### src/rotate_defines.vh
// Constants for the rotate unit: opcodes, bit positions, register file size
`ifndef ROTATE_DEFINES_VH
`define ROTATE_DEFINES_VH
`define OP_NONE       2'h0
`define OP_LEFT_CARRY 2'h1
`define OP_RIGHT_CIRC 2'h2
`define OP_LEFT_CIRC  2'h3
`define MSB_BIT       7
`define LSB_BIT       0
`define ZERO_BYTE     8'h00
`define REG_IDX_W     2
`define NUM_REGS      4
`endif

### src/rotate_left_carry_right_unit.v
// Rotate unit: rotate left through carry and rotate right, with register file and flags
// Notes on behaviour
// [RL1] Left-through-carry result is low seven bits, carry in
// [RL2] Left-through-carry loads carry from old bit 7
// [RL3] Zero flag set when 8-bit result zero
// [RL4] Negative flag equals result bit 7
// [RL5] Rotate right moves old bit 0 to 7
// [RL6] Rotate right loads carry from old bit 0
// [RL7] Zero flag reflects only last byte result
// [RL8] Operand is general register, written back same
`timescale 1ns/1ps
`include "rotate_defines.vh"

module rotate_left_carry_right_unit #(
  parameter WIDTH = 8,
  parameter NREGS = `NUM_REGS,
  parameter IDXW  = `REG_IDX_W
) (
  input  wire             mclk,        // Core clock, 10 MHz
  input  wire             nrst,        // Synchronous reset, active low
  input  wire             op_valid,    // One-cycle instruction strobe
  input  wire [1:0]       op_code,     // Instruction select
  input  wire [IDXW-1:0]  op_reg,      // General register operand index
  input  wire             wr_en,       // Direct register load strobe
  input  wire [IDXW-1:0]  wr_reg,      // Direct load register index
  input  wire [WIDTH-1:0] wr_data,     // Direct load data
  input  wire [IDXW-1:0]  rd_reg,      // Read-back register index
  output reg  [WIDTH-1:0] rd_data,     // Registered read-back data
  output reg  [WIDTH-1:0] result,      // Last rotate result
  output reg              done,        // One-cycle pulse after rotate
  output reg              carry_flag,  // Carry flag
  output reg              zero_flag,   // Zero flag
  output reg              neg_flag     // Negative flag
);

  // ==========================================================
  // Constants
  // Bit positions follow the width so a wider datapath keeps the rules
  localparam MSB = WIDTH - 1;
  localparam LSB = `LSB_BIT;
  localparam [WIDTH-1:0] ALL_ZERO = {WIDTH{1'b0}};

  // ==========================================================
  // Helper functions
  // Shift up one place, fill bit enters at the bottom
  function [WIDTH-1:0] shift_in_low;
    input [WIDTH-1:0] value;
    input             fill;
    begin
      shift_in_low = {value[MSB-1:LSB], fill};
    end
  endfunction

  // Shift down one place, fill bit enters at the top
  function [WIDTH-1:0] shift_in_high;
    input [WIDTH-1:0] value;
    input             fill;
    begin
      shift_in_high = {fill, value[MSB:LSB+1]};
    end
  endfunction

  // Rotated byte for the selected code; a code that is no rotate passes the operand
  function [WIDTH-1:0] rotate_value;
    input [1:0]       code;
    input [WIDTH-1:0] value;
    input             carry_in;
    begin
      case (code)
        `OP_LEFT_CARRY: begin
          rotate_value = shift_in_low(value, carry_in);  // [RL1]
        end
        `OP_RIGHT_CIRC: begin
          rotate_value = shift_in_high(value, value[LSB]);  // [RL5]
        end
        `OP_LEFT_CIRC: begin
          // Plain left rotate kept so byte pairs can chain into wider rotates
          rotate_value = shift_in_low(value, value[MSB]);
        end
        default: begin
          rotate_value = value;
        end
      endcase
    end
  endfunction

  // Carry after the selected code; a code that is no rotate keeps the old carry
  function carry_out;
    input [1:0]       code;
    input [WIDTH-1:0] value;
    input             carry_in;
    begin
      case (code)
        `OP_LEFT_CARRY: begin
          carry_out = value[MSB];  // [RL2]
        end
        `OP_RIGHT_CIRC: begin
          carry_out = value[LSB];  // [RL6]
        end
        `OP_LEFT_CIRC: begin
          carry_out = value[MSB];
        end
        default: begin
          carry_out = carry_in;
        end
      endcase
    end
  endfunction

  // One of the three rotates is selected
  function is_rotate_code;
    input [1:0] code;
    begin
      case (code)
        `OP_LEFT_CARRY: is_rotate_code = 1'b1;
        `OP_RIGHT_CIRC: is_rotate_code = 1'b1;
        `OP_LEFT_CIRC:  is_rotate_code = 1'b1;
        default:        is_rotate_code = 1'b0;
      endcase
    end
  endfunction

  // Whole byte is clear
  function is_zero;
    input [WIDTH-1:0] value;
    begin
      is_zero = (value == ALL_ZERO);
    end
  endfunction

  // ==========================================================
  // Datapath signals
  reg  [WIDTH-1:0] general_register_operand [0:NREGS-1];
  wire [WIDTH-1:0] operand;
  wire [WIDTH-1:0] next_rd_data;
  wire             take;
  reg  [WIDTH-1:0] next_result;
  reg              next_carry;
  reg              next_zero;
  reg              next_neg;
  integer          i;

  // Operand comes from the register named by the instruction itself
  assign operand      = general_register_operand[op_reg];  // [RL8]
  assign next_rd_data = general_register_operand[rd_reg];
  assign take         = op_valid && is_rotate_code(op_code);

  // ==========================================================
  // Rotate datapath
  always @* begin
    next_result = rotate_value(op_code, operand, carry_flag);  // [RL1] [RL5]
    next_carry  = carry_out(op_code, operand, carry_flag);     // [RL2] [RL6]
  end

  // ==========================================================
  // Flag datapath
  // Only this byte decides zero; a chained wider rotate must not trust it
  always @* begin
    next_zero = is_zero(next_result);  // [RL3] [RL7]
    next_neg  = next_result[MSB];      // [RL4]
  end

  // ==========================================================
  // Register file
  // The rotate writeback is issued after the direct load, so it wins on a clash
  always @(posedge mclk) begin
    if (!nrst) begin
      for (i = 0; i < NREGS; i = i + 1) begin
        general_register_operand[i] <= ALL_ZERO;
      end
    end else begin
      if (wr_en) begin
        general_register_operand[wr_reg] <= wr_data;
      end
      if (take) begin
        general_register_operand[op_reg] <= next_result;  // [RL8]
      end
    end
  end

  // ==========================================================
  // Output registers
  // Read-back lags one cycle: it shows the file as it stood before this edge
  always @(posedge mclk) begin
    if (!nrst) begin
      rd_data <= ALL_ZERO;
    end else begin
      rd_data <= next_rd_data;
    end
  end

  // Result holds until the next rotate
  always @(posedge mclk) begin
    if (!nrst) begin
      result <= ALL_ZERO;
    end else if (take) begin
      result <= next_result;  // [RL1] [RL5]
    end
  end

  // One-cycle pulse per accepted rotate
  always @(posedge mclk) begin
    if (!nrst) begin
      done <= 1'b0;
    end else begin
      done <= take;
    end
  end

  // Carry holds between rotates so the next left-through-carry can use it
  always @(posedge mclk) begin
    if (!nrst) begin
      carry_flag <= 1'b0;
    end else if (take) begin
      carry_flag <= next_carry;  // [RL2] [RL6]
    end
  end

  // Zero flag follows the last byte only
  always @(posedge mclk) begin
    if (!nrst) begin
      zero_flag <= 1'b0;
    end else if (take) begin
      zero_flag <= next_zero;  // [RL3] [RL7]
    end
  end

  // Negative flag is the top bit of the last byte
  always @(posedge mclk) begin
    if (!nrst) begin
      neg_flag <= 1'b0;
    end else if (take) begin
      neg_flag <= next_neg;  // [RL4]
    end
  end

endmodule

### config.mk
export PLATFORM = sky130hd
export DESIGN_NAME = rotate_left_carry_right_unit
export DESIGN_NICKNAME = d
export VERILOG_FILES = /design/src/rotate_left_carry_right_unit.v
export VERILOG_INCLUDE_DIRS = /design/src
export SDC_FILE = /design/constraint.sdc
export NUM_CORES = 1
export LEC_CHECK = 0
export ABC_AREA = 1
export ABC_CLOCK_PERIOD_IN_PS = 1900
export BUFFER_PORTS_ARGS = -buffer_cell sky130_fd_sc_hd__buf_2
export CAP_MARGIN = 20
export CORE_ASPECT_RATIO = 2
export CORE_MARGIN = 2
export CORE_UTILIZATION = 40
export CTS_CLUSTER_DIAMETER = 50
export DETAILED_ROUTE_END_ITERATION = 10
export GPL_TIMING_DRIVEN = 0
export PLACE_DENSITY = 0.66
export SLEW_MARGIN = 30
export SYNTH_ARGS = -nofsm -noshare
export SYNTH_HDL_FRONTEND = slang
export SYNTH_SLANG_ARGS = --single-unit
### constraint.sdc
create_clock -name mclk -period 1.9 [get_ports mclk]
set_input_delay 0.095 -clock mclk [delete_from_list [all_inputs] [get_ports mclk]]
set_output_delay 0.095 -clock mclk [all_outputs]
set_load 0.03 [all_outputs]
==> impl_metrics.xml <==
<?xml version="1.0" encoding="UTF-8"?>
<metrics>
  <group name="status">
    <metric name="outcome" unit="">completed</metric>
  </group>
  <group name="synthesis">
    <metric name="mappedNetlistArea" unit="um^2">2780</metric>
    <metric name="synth_sequential_area_ratio" unit="%">48.2</metric>
    <metric name="ys_dominant_reg_cell" unit="">edfxtp_1</metric>
    <metric name="synth_seq_cells" unit="">51</metric>
    <metric name="netlist.top_cell.by_area" unit="">edfxtp_1</metric>
    <metric name="synth.top_cell.area_share" unit="%">34.5</metric>
    <metric name="synth-edff-count" unit="">32</metric>
    <metric name="yosys.cell_types.count" unit="">21</metric>
    <metric name="synth_area_per_cell" unit="um^2">7.50</metric>
    <metric name="most_instantiated_library_cell_after_synthesis" unit="">nand2_1</metric>
    <metric name="synth.net_count" unit="">391</metric>
    <metric name="post_synthesis_instance_total" unit="">371</metric>
    <metric name="synth_warnings" unit="">0</metric>
    <metric name="async_flop_share" unit="%">0</metric>
    <metric name="most_area_consuming_cells_after_synthesis" unit="">edfxtp_1 35%, nand2_1 14%, dfxtp_1 14%</metric>
    <metric name="synth.cells.most_frequent" unit="">107 x nand2_1, 49 x nor2_1, 49 x o21ai_0, 40 x nand3_1, 32 x edfxtp_1</metric>
  </group>
  <group name="power">
    <metric name="power.leakage" unit="nW">1.46</metric>
    <metric name="power_density" unit="nW/um^2">884</metric>
    <metric name="worst_ir_drop_vdd" unit="uV">701</metric>
    <metric name="p_total" unit="mW">2.88</metric>
  </group>
  <group name="timing">
    <metric name="clock_skew" unit="ps">7.26</metric>
    <metric name="setup_violating_endpoint_count_in_the_final_report" unit="">0</metric>
    <metric name="timing.max_slew.rel_slack" unit="%">60.1</metric>
    <metric name="setup_repair_after_global_routing_missed_its_margin" unit="">no</metric>
    <metric name="worstMarginPinSlew" unit="ps">598</metric>
    <metric name="finalHoldViolations" unit="">0</metric>
    <metric name="final_critical_path_setup_slack" unit="ps">196</metric>
    <metric name="achievable-frequency" unit="MHz">587</metric>
    <metric name="final.min_clock_period" unit="ps">1700</metric>
    <metric name="final_min_period_over_clock_period" unit="%">89.7</metric>
    <metric name="fin_tns_setup" unit="ps">0</metric>
    <metric name="slew_viol_final" unit="">0</metric>
  </group>
  <group name="die">
    <metric name="core_area" unit="um^2">6830</metric>
    <metric name="chipHeight" unit="um">122</metric>
    <metric name="std_cell_rows" unit="">43</metric>
    <metric name="initial_core_util" unit="%">40.7</metric>
    <metric name="pin_count" unit="">40</metric>
    <metric name="fp.dieW" unit="um">63.0</metric>
    <metric name="die-area" unit="um^2">7680</metric>
  </group>
  <group name="global_routing">
    <metric name="antenna_found_initial" unit="">0</metric>
    <metric name="grt_pass1_vias" unit="">2398</metric>
    <metric name="global_route_total_usage_across_every_layer" unit="%">21.7</metric>
    <metric name="gr-total-overflow" unit="">0</metric>
    <metric name="grt_max_degree" unit="">17</metric>
    <metric name="grt_pass1_wl" unit="mm">12.5</metric>
  </group>
  <group name="finish">
    <metric name="design.final.nets" unit="">434</metric>
    <metric name="finalInstanceArea" unit="um^2">3260</metric>
    <metric name="syn2layout_area_growth" unit="%">17.1</metric>
    <metric name="final-instance-count-excl-fill" unit="">505</metric>
    <metric name="drive_gt1_share" unit="%">17.6</metric>
    <metric name="antennaDiodeCount" unit="">0</metric>
    <metric name="final.fill_count" unit="">711</metric>
  </group>
  <group name="placement">
    <metric name="port-buffer-count" unit="">36</metric>
    <metric name="place.detailed.hpwl" unit="mm">5.96</metric>
    <metric name="dpl-instance-area" unit="um^2">3070</metric>
    <metric name="placement.setup.worst_slack" unit="ps">-21.8</metric>
    <metric name="gpl.final_weighted_congestion" unit="">0.886</metric>
    <metric name="placed_cells_incl_taps" unit="">497</metric>
  </group>
  <group name="route">
    <metric name="route.detailed.vias_per_inst" unit="">5.23</metric>
    <metric name="met2_length" unit="mm">3.84</metric>
    <metric name="firstDrtPassIters" unit="">5</metric>
    <metric name="wl_per_cell" unit="um">15.9</metric>
    <metric name="drt-total-wl" unit="mm">8.03</metric>
    <metric name="wl_met3" unit="um">462</metric>
    <metric name="ant_nets" unit="">0</metric>
    <metric name="highest-signal-layer" unit="">met4</metric>
    <metric name="wirelength_met1" unit="mm">3.28</metric>
    <metric name="drt_first_iter_violations" unit="">176</metric>
    <metric name="dr_total_vias" unit="">2642</metric>
    <metric name="post-route-drc-count" unit="">0</metric>
  </group>
  <group name="critical_path">
    <metric name="highest_delay_cell_along_the_critical_path" unit="">edfxtp_1</metric>
    <metric name="series_of_cell_instances_along_the_critical_path" unit="">nand2_1 &gt; nand2_1 &gt; nand2_1 &gt; nand2_1 &gt; nand3_1 &gt; nand3_1 &gt; a21oi_2 &gt; o21ai_0</metric>
    <metric name="worstPathArrival" unit="ps">1730</metric>
    <metric name="critPathRequiredTime" unit="ps">1930</metric>
    <metric name="crit_type" unit="">reg -&gt; reg</metric>
    <metric name="delay_of_the_slowest_cell_on_the_worst_path" unit="ps">420</metric>
    <metric name="critPathLaunchType" unit="">flop</metric>
    <metric name="max_fanout_on_critical_path" unit="">5</metric>
    <metric name="regToRegSetupSlack" unit="ps">200</metric>
    <metric name="cpMostUsedCell" unit="">nand2_1</metric>
    <metric name="cp-end-kind" unit="">flop</metric>
  </group>
  <group name="clock_tree">
    <metric name="clock-sinks" unit="">51</metric>
    <metric name="cts_tree" unit="">built</metric>
    <metric name="clkTransAtPathRegs" unit="ps">70</metric>
    <metric name="clk_path_buf_depth" unit="">2</metric>
    <metric name="ctsHoldBuffers" unit="">0</metric>
    <metric name="h-tree-depth" unit="">2</metric>
    <metric name="cts_post_setup_buffers_inserted" unit="">0</metric>
    <metric name="clk_latency" unit="ps">300</metric>
    <metric name="clk_root_buffer_cell" unit="">clkbuf_16</metric>
    <metric name="tritoncts.num_buffers" unit="">5</metric>
  </group>
  <group name="hold_path">
    <metric name="min_path_type" unit="">in -&gt; reg</metric>
  </group>
  <group name="job">
    <metric name="max_cap_viols" unit="">0</metric>
  </group>
</metrics>
[area by class of cell]
cell class / count / area, um^2 / area share [%]
Tap cell: 90 / 113 / 3.46
Sequential cell: 51 / 1340 / 41.2
Clock buffer: 6 / 139 / 4.26
Multi-Input combinational cell: 285 / 1270 / 39.1
Clock inverter: 2 / 38.8 / 1.19
Timing Repair Buffer: 36 / 180 / 5.53
Inverter: 18 / 67.6 / 2.07
Buffer: 17 / 104 / 3.19
[cell families after synthesis]
logic type / Yosys count / synth area share, %
AO/OA/AOI/OAI: 77 / 14.5
AND/OR/NAND/NOR: 208 / 31.1
flip-flops: 51 / 48.2
buffers and inverters: 35 / 6.16
[cells in the final DEF (no fill, tap or decap), drive strengths merged]
cell type and instances:
inv 19, dfxtp 19, nand2 109, nand4 1, a21oi 22, o21ai 52, o211ai 2, buf 47
o211a 1, clkbuf 12, bufinv 1, nor2 58, edfxtp 32, nand3 40
[critical path, delay by kind of cell, from the launching register on]
kind | cells | cell delay (ps)
DFF | 1 | 420
AOI/OAI and AO/OA | 2 | 450
and+or+nand+nor | 6 | 570
[metal layers]
metal / track usage, % / vias up
met5: 0 / -
met4: 13.8 / 0
met3: 2.86 / 25
met2: 35.3 / 105
met1: 27.0 / 1186
li1: - / 1326
[stage by stage]
| stage | util [%] | hold WS [ps] |
|---|---|---|
| 2_1_floorplan | - | 233 |
| 3_3_place_gp | 45.0 | 388 |
| 3_5_place_dp | 45.0 | 386 |
| 4_1_cts | 47.6 | 74.9 |
| 5_1_grt | 47.7 | 104 |
| 6_report | 47.7 | 65.7 |
[final timing paths]
| kind | from | cells after the start | to |
|---|---|---|---|
| worst max register to register | general_register_operand[1][7] | 8 | general_register_operand[3][0] |
| worst max-delay path | general_register_operand[1][7] | 8 | general_register_operand[3][0] |
| worst min register to register | zero_flag | 2 | zero_flag |
| worst min-delay path | nrst | 3 | result[2] |
[power breakdown]
part | total [mW] | switching (mW) | internal, mW
Combinational | 0.487 | 0.350 | 0.137
Clock | 1.09 | 0.430 | 0.663
Sequential | 1.30 | 0.0391 | 1.26
Total | 2.88 | 0.820 | 2.06
[timing repair]
action / in CTS / in global routing
endpoints found under the setup margin: 0 / 1
endpoints found under the hold margin: 0 / 0
resized for setup: 0 / 1
[registers in the layout (all words and copies together) (netlist names)]
signal and flops:
carry_flag 1, done 1, general_register_operand 32, rd_data 8, result 8, zero_flag 1
No activity file was read; power rests on OpenSTA's default activity.
